**src/rtl/sdcl_pkg.sv**
```systemverilog
package sdcl_pkg;
    // command bus widths
    localparam int ADDR_W = 12;
    localparam int BANK_BIT = 11;
    localparam int NUM_BANKS = 2;
    // clock period in ps and timing figures in ns
    localparam int CLK_PERIOD_PS = 5000;
    localparam int WRITE_TO_IDLE_TIME_NS = 30;
    localparam int MODE_SET_DELAY_NS = 10;
    localparam int REFRESH_CYCLE_TIME_NS = 60;
    localparam int BANK_TO_BANK_ACTIVATE_TIME_NS = 10;
    localparam int ACTIVE_TO_PRECHARGE_TIME_NS = 42;
    localparam int ACTIVATE_TO_COLUMN_TIME_NS = 15;
    // least times round up to whole cycles
    localparam int WRITE_TO_IDLE_CYC = (WRITE_TO_IDLE_TIME_NS * 1000 + CLK_PERIOD_PS - 1) / CLK_PERIOD_PS;
    localparam int MODE_SET_DELAY_CYC = (MODE_SET_DELAY_NS * 1000 + CLK_PERIOD_PS - 1) / CLK_PERIOD_PS;
    localparam int REFRESH_CYCLE_CYC = (REFRESH_CYCLE_TIME_NS * 1000 + CLK_PERIOD_PS - 1) / CLK_PERIOD_PS;
    localparam int BANK_TO_BANK_CYC = (BANK_TO_BANK_ACTIVATE_TIME_NS * 1000 + CLK_PERIOD_PS - 1) / CLK_PERIOD_PS;
    localparam int ACTIVE_TO_PRECHARGE_CYC = (ACTIVE_TO_PRECHARGE_TIME_NS * 1000 + CLK_PERIOD_PS - 1) / CLK_PERIOD_PS;
    localparam int ACTIVATE_TO_COLUMN_CYC = (ACTIVATE_TO_COLUMN_TIME_NS * 1000 + CLK_PERIOD_PS - 1) / CLK_PERIOD_PS;
    localparam int TIMER_W = 4;
    // mode register fields
    localparam int BURST_LEN_LSB = 0;
    localparam int BURST_LEN_W = 3;
    localparam logic [2:0] BURST_FULL_PAGE = 3'h7;
    localparam logic [11:0] MODE_RESET_VAL = 12'h000;
    // command encodings: ras, cas, we with chip select low
    typedef enum logic [3:0] {
        SDCL_DESELECT_CMD, SDCL_NOP_CMD, SDCL_BURST_STOP_CMD, SDCL_READ_CMD,
        SDCL_WRITE_CMD, SDCL_ACTIVATE_CMD, SDCL_PRECHARGE_CMD, SDCL_REFRESH_CMD,
        SDCL_MODE_SET_CMD
    } sdcl_cmd_t;
    typedef enum logic [2:0] {
        SDCL_B_IDLE, SDCL_B_ACTIVE, SDCL_B_WRAP
    } sdcl_bank_t;
    typedef enum logic [2:0] {
        SDCL_D_NORMAL, SDCL_D_REFRESH, SDCL_D_MODE_SET, SDCL_D_POWER_DOWN, SDCL_D_SELF_REFRESH
    } sdcl_dev_t;
    // decode the four strobes into a command
    function automatic sdcl_cmd_t decode(input logic cs_n, input logic ras_n,
                                         input logic cas_n, input logic we_n);
        sdcl_cmd_t c;
        c = SDCL_DESELECT_CMD;
        if (!cs_n) begin
            unique case ({ras_n, cas_n, we_n})
                3'h7: c = SDCL_NOP_CMD;
                3'h6: c = SDCL_BURST_STOP_CMD;
                3'h5: c = SDCL_READ_CMD;
                3'h4: c = SDCL_WRITE_CMD;
                3'h3: c = SDCL_ACTIVATE_CMD;
                3'h2: c = SDCL_PRECHARGE_CMD;
                3'h1: c = SDCL_REFRESH_CMD;
                3'h0: c = SDCL_MODE_SET_CMD;
            endcase
        end
        return c;
    endfunction
endpackage

```
**src/rtl/sdcl_if.sv**
```systemverilog
`timescale 1ns/100ps
`default_nettype none
interface sdcl_if;
    logic        cs_n;
    logic        ras_n;
    logic        cas_n;
    logic        we_n;
    logic        cke;
    logic [11:0] addr;
    modport device (input cs_n, ras_n, cas_n, we_n, cke, addr);
    modport host   (output cs_n, ras_n, cas_n, we_n, cke, addr);
endinterface
`default_nettype wire

```
**src/rtl/sdcl_device.sv**
```systemverilog
`timescale 1ns/100ps
`default_nettype none
// Contract
// [RULE_01] write recovery autoprecharge: no-ops, idle after delay
// [RULE_02] host avoids commands to recovering bank
// [RULE_03] refresh: no-ops, idle after cycle time
// [RULE_04] mode set: no-ops until delay elapses
// [RULE_05] decode commands from four strobes
// [RULE_06] sample inputs on rising clock only
// [RULE_07] both banks idle before mode/refresh/powerdown
// [RULE_08] mode set loads address into mode register
// [RULE_09] refresh generates row internally, ignores address
// [RULE_10] self-refresh ignores all but clock enable
// [RULE_11] activate only idle bank
// [RULE_12] read/write only active bank
// [RULE_13] burst stop valid only in full page
// [RULE_14] cke low with banks idle: power-down
// [RULE_15] refresh with cke low: self-refresh
// [RULE_16] respect bank-to-bank activate interval
// [RULE_17] respect active-to-precharge interval
// [RULE_18] autoprecharge: precharged right after burst
// [RULE_19] wait activate-to-column delay before access
// [RULE_20] host tracks per-bank state and timers

module sdcl_device #(
    parameter int BURST_CYC = 4                  // burst beats before auto-precharge recovery
) (
    input  wire logic     clock,                 // system clock
    input  wire logic     rst_n,                 // async reset, active low
    sdcl_if.device        bus,                   // command pins
    output logic [11:0]   mode_q,                // loaded operating code
    output logic [10:0]   refresh_row_q,         // internal refresh row counter
    output logic [1:0]    bank_idle,             // per-bank idle
    output logic          dev_busy,              // refresh or mode set running
    output logic          power_down,            // in power-down
    output logic          self_refresh,          // in self-refresh
    output logic          illegal_q              // illegal command seen last cycle
);

    sdcl_pkg::sdcl_cmd_t  cmd;
    sdcl_pkg::sdcl_bank_t bank_q [2];
    sdcl_pkg::sdcl_dev_t  dev_q;
    logic [sdcl_pkg::TIMER_W-1:0] dev_tmr_q;
    logic [sdcl_pkg::TIMER_W-1:0] bank_tmr_q [2];
    logic        sel;
    logic        all_idle;
    logic        bad;
    logic        full_page;

    // strobes are read only at the clock edge through the registers below
    assign cmd       = sdcl_pkg::decode(bus.cs_n, bus.ras_n, bus.cas_n, bus.we_n); // [RULE_05]
    assign sel       = bus.addr[sdcl_pkg::BANK_BIT];
    assign all_idle  = (bank_q[0] == sdcl_pkg::SDCL_B_IDLE) && (bank_q[1] == sdcl_pkg::SDCL_B_IDLE);
    assign full_page = mode_q[sdcl_pkg::BURST_LEN_LSB +: sdcl_pkg::BURST_LEN_W]
                       == sdcl_pkg::BURST_FULL_PAGE;

    // illegal command check; flagged only, the array itself does nothing
    always_comb begin
        bad = 1'b0;
        if (dev_q == sdcl_pkg::SDCL_D_REFRESH || dev_q == sdcl_pkg::SDCL_D_MODE_SET) begin
            bad = !(cmd inside {sdcl_pkg::SDCL_DESELECT_CMD, sdcl_pkg::SDCL_NOP_CMD,
                                sdcl_pkg::SDCL_BURST_STOP_CMD});           // [RULE_03] [RULE_04]
        end else if (dev_q == sdcl_pkg::SDCL_D_NORMAL && bus.cke) begin
            unique case (cmd)
                sdcl_pkg::SDCL_READ_CMD, sdcl_pkg::SDCL_WRITE_CMD:
                    bad = bank_q[sel] != sdcl_pkg::SDCL_B_ACTIVE;        // [RULE_12] [RULE_02]
                sdcl_pkg::SDCL_ACTIVATE_CMD:
                    bad = bank_q[sel] != sdcl_pkg::SDCL_B_IDLE;          // [RULE_11]
                sdcl_pkg::SDCL_PRECHARGE_CMD:
                    bad = bank_q[sel] == sdcl_pkg::SDCL_B_WRAP;          // [RULE_02]
                sdcl_pkg::SDCL_REFRESH_CMD, sdcl_pkg::SDCL_MODE_SET_CMD:
                    bad = !all_idle;                                     // [RULE_07]
                sdcl_pkg::SDCL_BURST_STOP_CMD:
                    bad = !full_page;                                    // [RULE_13]
                default: bad = 1'b0;
            endcase
        end
    end

    // device-wide state: refresh, mode set, power-down, self-refresh
    always_ff @(posedge clock or negedge rst_n) begin                    // [RULE_06]
        if (!rst_n) begin
            dev_q     <= sdcl_pkg::SDCL_D_NORMAL;
            dev_tmr_q <= '0;
        end else begin
            unique case (dev_q)
                sdcl_pkg::SDCL_D_NORMAL: begin
                    if (all_idle && !bus.cke && cmd == sdcl_pkg::SDCL_REFRESH_CMD) begin
                        dev_q <= sdcl_pkg::SDCL_D_SELF_REFRESH;          // [RULE_15]
                    end else if (all_idle && !bus.cke) begin
                        dev_q <= sdcl_pkg::SDCL_D_POWER_DOWN;            // [RULE_14]
                    end else if (bus.cke && !bad && cmd == sdcl_pkg::SDCL_REFRESH_CMD) begin
                        dev_q     <= sdcl_pkg::SDCL_D_REFRESH;
                        dev_tmr_q <= sdcl_pkg::TIMER_W'(sdcl_pkg::REFRESH_CYCLE_CYC - 1);
                    end else if (bus.cke && !bad && cmd == sdcl_pkg::SDCL_MODE_SET_CMD) begin
                        dev_q     <= sdcl_pkg::SDCL_D_MODE_SET;
                        dev_tmr_q <= sdcl_pkg::TIMER_W'(sdcl_pkg::MODE_SET_DELAY_CYC - 1);
                    end
                end
                sdcl_pkg::SDCL_D_REFRESH, sdcl_pkg::SDCL_D_MODE_SET: begin
                    // other commands are ignored here; timer alone ends the state
                    if (dev_tmr_q == '0) begin
                        dev_q <= sdcl_pkg::SDCL_D_NORMAL;                // [RULE_03] [RULE_04]
                    end else begin
                        dev_tmr_q <= dev_tmr_q - 1'b1;
                    end
                end
                sdcl_pkg::SDCL_D_POWER_DOWN: begin
                    if (bus.cke) begin
                        dev_q <= sdcl_pkg::SDCL_D_NORMAL;                // [RULE_14]
                    end
                end
                sdcl_pkg::SDCL_D_SELF_REFRESH: begin
                    // only clock enable is looked at until exit
                    if (bus.cke) begin
                        dev_q <= sdcl_pkg::SDCL_D_NORMAL;                // [RULE_10]
                    end
                end
                default: dev_q <= sdcl_pkg::SDCL_D_NORMAL;
            endcase
        end
    end

    // mode register load
    always_ff @(posedge clock or negedge rst_n) begin
        if (!rst_n) begin
            mode_q <= sdcl_pkg::MODE_RESET_VAL;
        end else if (dev_q == sdcl_pkg::SDCL_D_NORMAL && bus.cke && !bad
                     && cmd == sdcl_pkg::SDCL_MODE_SET_CMD) begin
            mode_q <= bus.addr;                                          // [RULE_08]
        end
    end

    // internal row counter; address pins play no part
    always_ff @(posedge clock or negedge rst_n) begin
        if (!rst_n) begin
            refresh_row_q <= '0;
        end else if (dev_q == sdcl_pkg::SDCL_D_NORMAL && bus.cke && !bad
                     && cmd == sdcl_pkg::SDCL_REFRESH_CMD) begin
            refresh_row_q <= refresh_row_q + 1'b1;                       // [RULE_09]
        end
    end

    // per-bank state: write with auto-precharge runs burst then recovery
    for (genvar b = 0; b < 2; b++) begin : g_bank
        always_ff @(posedge clock or negedge rst_n) begin
            if (!rst_n) begin
                bank_q[b]     <= sdcl_pkg::SDCL_B_IDLE;
                bank_tmr_q[b] <= '0;
            end else if (bank_q[b] == sdcl_pkg::SDCL_B_WRAP) begin
                // deselect, nop and burst stop have no effect during recovery
                if (bank_tmr_q[b] == '0) begin
                    bank_q[b] <= sdcl_pkg::SDCL_B_IDLE;                  // [RULE_01] [RULE_18]
                end else begin
                    bank_tmr_q[b] <= bank_tmr_q[b] - 1'b1;
                end
            end else if (dev_q == sdcl_pkg::SDCL_D_NORMAL && bus.cke && !bad
                         && sel == 1'(b)) begin
                if (cmd == sdcl_pkg::SDCL_ACTIVATE_CMD) begin
                    bank_q[b] <= sdcl_pkg::SDCL_B_ACTIVE;
                end else if (cmd == sdcl_pkg::SDCL_PRECHARGE_CMD) begin
                    bank_q[b] <= sdcl_pkg::SDCL_B_IDLE;
                end else if (cmd == sdcl_pkg::SDCL_WRITE_CMD && bus.addr[10]) begin
                    bank_q[b]     <= sdcl_pkg::SDCL_B_WRAP;
                    bank_tmr_q[b] <= sdcl_pkg::TIMER_W'(BURST_CYC
                                     + sdcl_pkg::WRITE_TO_IDLE_CYC - 1);
                end else if (cmd == sdcl_pkg::SDCL_READ_CMD && bus.addr[10]) begin
                    bank_q[b]     <= sdcl_pkg::SDCL_B_WRAP;
                    bank_tmr_q[b] <= sdcl_pkg::TIMER_W'(BURST_CYC - 1);
                end
            end
        end
        assign bank_idle[b] = bank_q[b] == sdcl_pkg::SDCL_B_IDLE;
    end

    // precharge-all when a10 high closes both non-recovering banks
    // is left to the host issuing one precharge per bank; kept simple

    // registered flag: one cycle after the offending command
    always_ff @(posedge clock or negedge rst_n) begin
        if (!rst_n) begin
            illegal_q <= 1'b0;
        end else begin
            illegal_q <= bad;
        end
    end


    assign dev_busy     = dev_q == sdcl_pkg::SDCL_D_REFRESH || dev_q == sdcl_pkg::SDCL_D_MODE_SET;
    assign power_down   = dev_q == sdcl_pkg::SDCL_D_POWER_DOWN;
    assign self_refresh = dev_q == sdcl_pkg::SDCL_D_SELF_REFRESH;
endmodule
`default_nettype wire

```
**src/flat_wrapper.sv**
```systemverilog
// flat-port wrapper written by rule: the top's interface ports become plain ports
module sdcl_device_flat 
#(
    parameter int BURST_CYC = 4                                                               
)
  (clock, rst_n, mode_q, refresh_row_q, bank_idle, dev_busy, power_down, self_refresh, illegal_q, bus_cs_n, bus_ras_n, bus_cas_n, bus_we_n, bus_cke, bus_addr);
  sdcl_if bus_i ();
  input  wire logic clock;
  input  wire logic rst_n;
  output logic [11:0] mode_q;
  output logic [10:0] refresh_row_q;
  output logic [1:0] bank_idle;
  output logic dev_busy;
  output logic power_down;
  output logic self_refresh;
  output logic illegal_q;
  input wire logic [$bits(bus_i.cs_n)-1:0] bus_cs_n;
  input wire logic [$bits(bus_i.ras_n)-1:0] bus_ras_n;
  input wire logic [$bits(bus_i.cas_n)-1:0] bus_cas_n;
  input wire logic [$bits(bus_i.we_n)-1:0] bus_we_n;
  input wire logic [$bits(bus_i.cke)-1:0] bus_cke;
  input wire logic [$bits(bus_i.addr)-1:0] bus_addr;
  assign bus_i.cs_n = bus_cs_n;
  assign bus_i.ras_n = bus_ras_n;
  assign bus_i.cas_n = bus_cas_n;
  assign bus_i.we_n = bus_we_n;
  assign bus_i.cke = bus_cke;
  assign bus_i.addr = bus_addr;
  sdcl_device #(.BURST_CYC(BURST_CYC)) u_core (.clock(clock), .rst_n(rst_n), .bus(bus_i), .mode_q(mode_q), .refresh_row_q(refresh_row_q), .bank_idle(bank_idle), .dev_busy(dev_busy), .power_down(power_down), .self_refresh(self_refresh), .illegal_q(illegal_q));
endmodule
```
**config.mk**
```make
export PLATFORM = sky130hd
export DESIGN_NAME = sdcl_device_flat
export DESIGN_NICKNAME = d
export VERILOG_FILES = /design/src/rtl/sdcl_pkg.sv /design/src/rtl/sdcl_if.sv /design/src/rtl/sdcl_device.sv /design/src/flat_wrapper.sv
export SDC_FILE = /design/constraint.sdc
export NUM_CORES = 1
export LEC_CHECK = 0
export BUFFER_PORTS_ARGS = -buffer_cell sky130_fd_sc_hd__buf_2
export CAP_MARGIN = 40
export CORE_ASPECT_RATIO = 1.75
export CORE_MARGIN = 3
export CORE_UTILIZATION = 40
export CTS_CLUSTER_DIAMETER = 150
export CTS_CLUSTER_SIZE = 40
export DETAILED_ROUTE_END_ITERATION = 8
export PLACE_DENSITY = 0.6
export SLEW_MARGIN = 25
export SYNTH_ARGS = -nofsm -noshare
export SYNTH_HDL_FRONTEND = slang
export SYNTH_SLANG_ARGS = --single-unit
```
**constraint.sdc**
```tcl
create_clock -name clock -period 3 [get_ports clock]
set_input_delay 0.45 -clock clock [delete_from_list [all_inputs] [get_ports clock]]
set_output_delay 0.45 -clock clock [all_outputs]
set_load 0.02 [all_outputs]
```
### Yosys cells after proc, flatten, opt, wreduce, memory -nomap -nowiden

Memory sizes are Yosys's and may differ from the RTL's.
Index checks and enable logic that the tools add are counted.

* $add $sub $neg: 4
* magnitude comparators: 1
* eq/ne operators: 32
* mux-type cells: 40
* bitwise logic cells: 2
* reductions and logical operators: 46

Operators with widths (count)
* 4-bit two-way mux: 16
* 3-bit two-way mux: 19
* 2-bit inequality test (second input constant): 9
* 4-bit by 3-bit == test with 1-bit output (second input constant): 4
* 4-bit logical NOT: 4
* 3-bit by 2-bit == test with 1-bit output (second input constant): 5
* 5-bit AND reduction: 3
* 1-bit logical AND: 14
* 3-bit nonzero test: 4
* 4-bit by 1-bit subtractor with 4-bit output (second input constant): 3
* 11-bit by 1-bit adder with 11-bit output (second input constant): 1
* 5-bit nonzero test: 2
* 3-bit logical NOT: 3
* 3-bit one-hot mux with 3 select lines: 1
* 3-bit AND reduction: 3
* 4-bit by 2-bit == test with 1-bit output (second input constant): 2
* 2-bit by 1-bit inequality test with 1-bit output (second input constant): 4
* 4-bit one-hot mux with 2 select lines: 1
* 2-bit OR reduction: 4
* 3-bit == test (second input constant): 2
* 3-bit by 1-bit inequality test with 1-bit output (second input constant): 2
* 2-bit nonzero test: 3
* 1-bit logical NOT: 5
* 5-bit by 1-bit inequality test with 1-bit output (second input constant): 1
* other kinds (9): 10

* register bits: 45
* memory bits (read-only): 32
* input bits: 19
* logic and storage cells: 135
* memories: 1

Memory list
* (name not given): depth 8, width 4, read ports 1, clocked after memory_dff 0, wr ports 0, line sdcl_pkg.sv:45 `unique case ({ras_n, cas_n, we_n})`

### Logic depth before layout (Yosys ltp)

Gate-level depths: netlist of the first run.

* depth in word-level cells: 16
* depth in mapped cells: 12
* gate-level depth less buffers: 8

### Worst setup path after synthesis of the first run

OpenSTA, ideal clock, no wires.

* kind: input-to-reg
* from: input port bus_we_n
* to: register u_core.mode_q[0]
* setup time: 125 ps
* arrival: 2926 ps
* required time: 2875 ps
* setup slack: -51 ps
* stages: 11
* path buffers: 3
* cell sequence: clkbuf_1 -> inv_1 -> ha_1 -> or3_1 -> or4_1 -> and3_1 -> buf_4 -> nand3_4 -> or3_4 -> buf_6 -> mux2_4

* longest elaborated chain between the ends: 10
* elaborated cells on any way between the ends: 21
* those cells by class: 8 x eq/ne; 4 x mux; 8 x reduce/logical; 1 x memory

RTL lines
* from (decl): line flat_wrapper.sv:20 `input wire logic [$bits(bus_i.we_n)-1:0] bus_we_n;`
* memory 8 x 4 bit *
* 4-bit two-way mux *: line sdcl_pkg.sv:44 `if (!cs_n) begin`
* 4-bit == test (tied with other cells): line sdcl_device.sv:64, sdcl_device.sv:129
* 2-bit OR reduction: line sdcl_device.sv:64 `unique case (cmd)`
* 1-bit one-hot mux with 5 select lines: line sdcl_device.sv:64
* 1-bit two-way mux: line sdcl_device.sv:63 `end else if (dev_q == sdcl_pkg::SDCL_D_NORMAL && bus.cke) begin`
* 1-bit two-way mux: line sdcl_device.sv:60 `if (dev_q == sdcl_pkg::SDCL_D_REFRESH || dev_q == sdcl_pkg::SDCL_D_MODE_SET) begin`
* 1-bit logical NOT: line sdcl_device.sv:128 `end else if (dev_q == sdcl_pkg::SDCL_D_NORMAL && bus.cke && !bad`
* 1-bit logical AND: line sdcl_device.sv:128
* 1-bit logical AND *: line sdcl_device.sv:129 `&& cmd == sdcl_pkg::SDCL_MODE_SET_CMD) begin`
* to (signal assigned): line sdcl_device.sv:127 `mode_q <= sdcl_pkg::MODE_RESET_VAL;`
* to (signal assigned): line sdcl_device.sv:130 `mode_q <= bus.addr;`
* to (decl): line sdcl_device.sv:31 `output logic [11:0] mode_q,`

Every way passes the cells marked *; elsewhere a longest branch is shown, timed or not.
A chain may end at the register's enable or synchronous reset.

### Worst setup path after layout of the first run

* from: register u_core.bank_q[0] in the netlist's numbering
* to: register u_core.mode_q[5]

* longest elaborated chain between the ends: 10
* elaborated cells on any way between the ends: 15
* those cells by class: 2 x eq/ne; 6 x mux; 7 x reduce/logical

RTL lines
* from (decl): line sdcl_device.sv:41 `sdcl_pkg::sdcl_bank_t bank_q [2];`
* from (signal, indexed assignment): line sdcl_device.sv:148 `bank_q[b] <= sdcl_pkg::SDCL_B_IDLE;`
* from (signal, indexed assignment): line sdcl_device.sv:153 `bank_q[b] <= sdcl_pkg::SDCL_B_IDLE;`
* from (signal, indexed assignment): line sdcl_device.sv:160 `bank_q[b] <= sdcl_pkg::SDCL_B_ACTIVE;`
* 3-bit two-way mux (not written as such) (3 in a row): line sdcl_device.sv:66, sdcl_device.sv:68, sdcl_device.sv:70
* 3-bit by 2-bit == test with 1-bit output (tied with other cells): line sdcl_device.sv:70 `bad = bank_q[sel] == sdcl_pkg::SDCL_B_WRAP;`
* 1-bit one-hot mux with 5 select lines *: line sdcl_device.sv:64
* 1-bit two-way mux *: line sdcl_device.sv:63
* 1-bit two-way mux *: line sdcl_device.sv:60
* 1-bit logical NOT *: line sdcl_device.sv:128
* 1-bit logical AND *: line sdcl_device.sv:128
* 1-bit logical AND *: line sdcl_device.sv:129

Every way passes the cells marked *; elsewhere a longest branch is shown, timed or not. The select of a mux whose other input is x is not followed.

==> impl_results.md, run 1 <==
- Largest net degree at the start of global routing: 31
- CTS tree: yes
- Slew Viols, Final: 0
- CTS root buffer: clkbuf_8
- CP max-delay cell: or4_4
- Buffers on Ports: 47
- EDFF count, synth: 0
- RSZ-0062 raised after global routing: false
- ANT cells: 0
- Final Critical Period: roughly 2.6 ns
- Crit path kind: flip-flop to flip-flop
- Hpwl dp: approximately 4800 um
- Crit path DAT: approximately 2.8 ns
- Syn Std Cell Area: between 0.002 and 0.003 mm2
- Die width: between 60 and 70 um
- Crit end category: flip-flop
- Final nets: roughly 340
- GRT Total Usage: 0.178
- Ys Warns: 0
- Final GP Congestion: slightly above 0.8
- Register area share after synthesis: 0.414
- Final hold vios: 0
- Crit Path Max Fanout: 12
- CTS Buf Count: 5
- PwrDens: approximately 670 mW/mm2
- Syn Inst Count: around 270
- Global route total overflow: 0
- Initial antenna violation count: 0
- Max IR drop VDD: 0.276 mV
- Clock sink count: between 40 and 50
- Period utilization: 0.857
- Routed WL: around 6000 um
- Library cells used by synthesis: 57
- # IOs: 48
- Setup TNS: 0 ns
- Area of the core: approximately 0.0063 mm2
- Hold WC Path Type: input port to async pin
- Critical path, cell by cell: or4_4 -> o2111ai_2 -> and3_1 -> nand3_4 -> or3_4 -> mux2_4
- Rel. slew slack: 0.683
- First DRT Iteration DRCs: 88
- Post-layout util: 0.485
- Initial core utilization: 0.414
- Layout Cell Area excl Fill: slightly above 0.003 mm2
- Max incr delay on CP: about 0.57 ns
- Worst Max-Slew Pin Slew: between 0.4 and 0.5 ns
- Post-Place Setup Slack: approximately 0.11 ns
- Synth Register Bits: 43
- Clock Skew: 0.00668 ns
- Syn nets: 292
- Clk pin slew, worst setup/hold paths: roughly 0.080 ns
- Die ar.: about 0.0075 mm2
- Share of cells above drive strength 1: 0.269
- Die height: ~110 um
- Critical Path Start Type: flip-flop
- Static Leakage: 1.53 nW
- Worst setup margin: between 0.4 and 0.5 ns
- Area of placed instances: ~0.0030 mm2
- Max-cap violations: 0
- Postcts setup bufs: 0
- Mean area per synthesized cell: around 10 um2
- Setup violators final: 0
- Global-route wire length before repair: around 10000 um
- H-tree Lvls: 2
- Status: completed
- Post-cts resize count: 0
- Post-CTS Hold Fix Bufs: 0
- Post-synthesis async set-or-reset flop share: 1.00
- Routed len/inst: about 15 um
- Vias: between 2000 and 2500
- DR DRC count: 0
- Core Rows: 38
- Syn-to-layout area delta: 17.0%
- Max Fclk: between 300 and 400 MHz
- CTS Buffer Depth: 2
- Pre-Repair DR Iteration Count: 4
- Remaining antenna violation count: 0
- Top_reg_cell synth: dfrtp_1
- Clk Latency, worst-skew pair: between 0.2 and 0.3 ns
- Vias in the first global route: 2186
- Avg Vias per Cell: 5.47
- Crit path required time: about 3.2 ns
==> sequential cells by signal, indices dropped and copies added (netlist names) <==
name                  flops
u_core.mode_q            12
u_core.bank_q             4
u_core.illegal_q          1
u_core.dev_tmr_q          4
u_core.refresh_row_q     11
u_core.dev_q              3
u_core.bank_tmr_q         8
==> kinds of logic (layout without fill, tap and decap cells) <==
| group | count (synthesis) | after routing | share of synthesized area |
|---|---|---|---|
| AND/OR/NAND/NOR | 109 | 109 | 0.228 |
| AO/OA/AOI/OAI | 51 | 51 | 0.149 |
| flip-flops | 43 | 43 | 0.414 |
| buffers and inverters | 25 | 76 | 0.0438 |
| multiplexers | 17 | 17 | 0.0866 |
| XOR/XNOR | 12 | 12 | 0.0404 |
| adder cells (fa/ha/maj) | 8 | 8 | 0.0385 |
==> critical path, delay by kind of cell, from the launching register on <==
| kind | cells | cell delay [ns] |
|---|---|---|
| compound gates | 1 | 0.10 |
| simple gates | 4 | 1.53 |
| flops | 1 | 0.49 |
| mux | 1 | 0.33 |
==> final cells by class <==
cell class                      instances  area, um2
Clock buffer                            6       82.6
Clock inverter                          1       5.00
Fill cell                             646       3230
Inverter                               12       45.0
Multi-Input combinational cell        197       1410
Sequential cell                        43       1080
Tap cell                               80        100
Timing Repair Buffer                   57        323
==> Yosys cell counts, drive strengths merged, types with 2 or more instances <==
library cell,count,area share
nor3,9,0.017
nor4,4,0.0096
and3,6,0.014
xnor2,6,0.020
o221ai,3,0.010
mux2,14,0.075
o21ai,11,0.025
a2bb2oi,2,0.0067
nand3,16,0.036
xor2,6,0.020
and2,5,0.012
a21oi,6,0.012
a211oi,3,0.0087
mux2i,3,0.012
buf,4,0.013
o21a,2,0.0058
nand4,7,0.017
o221a,2,0.0087
or4,4,0.013
or3,4,0.012
nor4b,2,0.0067
nand2b,3,0.0072
ha,8,0.038
o2111ai,4,0.016
a211o,2,0.0067
inv,12,0.017
o31ai,3,0.0087
clkbuf,9,0.013
nor2b,8,0.019
o211ai,2,0.0058
dfrtp,43,0.41
nand2,21,0.030
nor2,16,0.023
==> power breakdown <==
part / switching (W) / total, W / internal [W]
logic: 0.000460 / 0.000817 / 0.000357
clock network: 0.000187 / 0.000368 / 0.000181
registers: 0.000144 / 0.000846 / 0.000702
total: 0.000791 / 0.00203 / 0.00124
==> per-layer routing <==
metal / wire length [um] / share of wire / vias to the layer above / track usage
li1: - / - / 1072 / -
met1: 2270 / 0.37 / 1057 / 0.194
met2: 3550 / 0.58 / 29 / 0.325
met3: 148 / 0.024 / 9 / 0.0330
met4: 129 / 0.021 / 0 / 0.0718
met5: 0 / 0 / - / 0
==> worst paths after layout <==
path	depth (start not counted)	from	slack, ns	end
worst max-delay path	6	u_core.bank_q[0]$_DFFE_PN0P_	0.43	u_core.mode_q[5]$_DFFE_PN0P_
worst min-delay path	1	rst_n	0.05	u_core.bank_tmr_q[2]$_DFFE_PN0P_
worst max register to register	6	u_core.bank_q[0]$_DFFE_PN0P_	0.43	u_core.mode_q[5]$_DFFE_PN0P_
worst min register to register	1	u_core.refresh_row_q[10]$_DFFE_PN0P_	0.48	u_core.refresh_row_q[10]$_DFFE_PN0P_
max in group asynchronous	2	rst_n	2.48	u_core.refresh_row_q[8]$_DFFE_PN0P_
min in group clock	2	bus_addr[1]	0.38	u_core.mode_q[1]$_DFFE_PN0P_
==> cell usage in the layout (no fill, tap or decap), drive strengths merged, types with 2 or more instances in the layout <==
master and instances:
nand2 21, a21oi 6, o31ai 3, or4 4, nor4 4, clkbuf 6
nor4b 2, nor2 16, or3 4, o21ai 11, a211o 2, mux2i 3
a211oi 3, o211ai 2, nand3 16, buf 57, dfrtp 43, nand2b 3
and2 5, xnor2 6, nor2b 8, a2bb2oi 2, nand4 7, o2111ai 4
o221a 2, xor2 6, o221ai 3, mux2 14, nor3 9, o21a 2
and3 6, ha 8, inv 12
==> through the flow <==
step,power [W],instances,hold slack (ns)
after floorplan,0.00143,265,0.154
after global placement,0.00166,388,0.461
after detailed placement,0.00168,389,0.386
after CTS,0.00206,396,0.0603
after global routing,0.00219,396,0.0592
final,0.00203,396,0.0506
Note: power is estimated with default switching activity, not from simulation.
==> run 2, diff against run 1 <==
Settings changed: MAX_ROUTING_LAYER from default to met4.
==> impl_results.md, run 2 (synthesis results as in run 1) <==
- Status: completed
- Reg2Reg Setup Slack: approximately 0.43 ns
- Die height: 113 um
- DR DRC count: 0
- Worst Max-Slew Pin Slew: ~0.47 ns
- Buffers on Ports: 47
- Routed len/inst: between 15 and 20 um
- Core Rows: 38
- Final GP Congestion: 0.833
- Crit path kind: flip-flop to flip-flop
- Post-cts resize count: 0
- Post-CTS Hold Fix Bufs: 0
- Largest net degree at the start of global routing: 31
- CTS Buffer Depth: 2
- Period utilization: 0.857
- # IOs: 48
- Avg Vias per Cell: between 5 and 6
- Register Area: roughly 0.0011 mm2
- Area of the core: about 0.0063 mm2
- Final non-filler cell total: just under 400
- Clock sink count: 43
- Max-cap violations: 0
- Critical path endpoint: u_core.mode_q[5]$_DFFE_PN0P_
- Hold WC Path Type: input port to async pin
- Total Power: 0.00203 W
- Vias in the first global route: 2185
- Syn-to-layout area delta: 17.0%
- First DRT Iteration DRCs: 80
- Biggest register: u_core.mode_q
- Routed WL: just over 6000 um
- CTS Buf Count: 5
- Crit end category: flip-flop
- Vias: ~2200
- Max IR drop VDD: 0.275 mV
- Clk Latency, worst-skew pair: between 0.2 and 0.3 ns
- Static Leakage: between 1.5 and 2 nW
- Hpwl dp: just under 5000 um
- Final nets: 343
- Worst R2R Path Depth: 6
- Initial core utilization: 0.414
- Final Critical Period: about 2.6 ns
- Die width: ~67 um
- Crit path required time: between 3 and 4 ns
- Worst setup margin: 0.430 ns
- Setup TNS: 0 ns
- Post-Place Setup Slack: 0.113 ns
- Share of cells above drive strength 1: 0.269
- PwrDens: 667 mW/mm2
- Max FFs per register: 12
- Global-route wire length before repair: around 10000 um
- Crit path launch: u_core.bank_q[0]$_DFFE_PN0P_
- ANT cells: 0
- Area of the multi-input gates: 0.00141 mm2
- Final hold vios: 0
- RSZ-0062 raised after global routing: false
- Die ar.: around 0.0075 mm2
- Pre-Repair DR Iteration Count: 4
- Most frequent cells in the layout: buf_2 (47), dfrtp_1 (43), nand2_1 (21)
- R2r endpoint: u_core.mode_q[5]$_DFFE_PN0P_
- Global route total overflow: 0
- Initial antenna violation count: 0
- Most common cell after layout, fill and taps aside: buf_2
- Postcts setup bufs: 0
- Remaining antenna violation count: 0
- Rel. slew slack: 0.683
- Max Fclk: between 300 and 400 MHz
- CTS root buffer: clkbuf_8
- Slew Viols, Final: 0
- Clk pin slew, worst setup/hold paths: ~0.08 ns
- CTS tree: yes
- Critical Path Start Type: flip-flop
- Reg2reg start: u_core.bank_q[0]$_DFFE_PN0P_
- Clock Skew: about 0.0066 ns
- Crit Path Max Fanout: 12
- Inst Count DP: roughly 390
- GRT Total Usage: 0.183
- Crit path DAT: 2.75 ns
- FILL cells: 646
- Top Registers: u_core.mode_q: 12 flops, u_core.refresh_row_q: 11 flops, u_core.bank_tmr_q: 8 flops
- Setup violators final: 0
- H-tree Lvls: 2
==> run 2: cell counts in the layout (fill, tap and decap cells not counted) <==
Identical to the previous run, type by type.
==> run 2: metrics by stage <==
step / hold slack [ns] / cell area (um2) / util
5_1_grt: 0.0592 / 3040 / 0.485
2_1_floorplan: 0.154 / 2600 / -
3_3_place_gp: 0.461 / 2940 / 0.468
4_1_cts: 0.0603 / 3040 / 0.485
6_report: 0.0524 / 3040 / 0.485
3_5_place_dp: 0.386 / 2960 / 0.471
==> run 2: cell type report <==
type	count	share of cell area
multi-input cells	197	0.464
flip-flops and latches	43	0.354
repair buffers	57	0.106
well taps	80	0.0329
clock buffers	6	0.0271
inverters	12	0.0148
clock inverters	1	0.00164
==> run 2: how the worst min path moves through the flow <==
| stage | start | slack [ns] | endpoint | cells past startpoint |
|---|---|---|---|---|
| after floorplan | rst_n | 0.15 | u_core.bank_q[0]$_DFFE_PN0P_ | 0 |
| after global placement | u_core.refresh_row_q[10]$_DFFE_PN0P_ | 0.46 | u_core.refresh_row_q[10]$_DFFE_PN0P_ | 1 |
| after detailed placement | rst_n | 0.39 | u_core.bank_tmr_q[2]$_DFFE_PN0P_ | 1 |
| after CTS | rst_n | 0.06 | u_core.bank_tmr_q[2]$_DFFE_PN0P_ | 1 |
| after global routing | rst_n | 0.06 | u_core.bank_tmr_q[2]$_DFFE_PN0P_ | 1 |
| final | rst_n | 0.05 | u_core.bank_tmr_q[2]$_DFFE_PN0P_ | 1 |
==> run 2: layer usage <==
| layer | global-route usage | vias to the layer above | wire length (um) |
|---|---|---|---|
| met5 | - | - | 0 |
| li1 | - | 1073 | - |
| met3 | 0.0310 | 10 | 134 |
| met4 | 0.0718 | 0 | 120 |
| met1 | 0.194 | 1057 | 2280 |
| met2 | 0.326 | 33 | 3540 |
==> run 2: power breakdown <==
group	leakage [nW]	internal [W]	total (W)	switching [W]
clock network	0.0470	0.000181	0.000367	0.000186
logic	0.908	0.000357	0.000817	0.000460
registers	0.574	0.000702	0.000845	0.000143
==> run 2: worst max-delay path: stages (launching register included) <==
cell	delay [ns]
dfrtp_1	0.49
or4_4	0.57
o2111ai_2	0.10
and3_1	0.35
nand3_4	0.10
or3_4	0.51
mux2_4	0.33
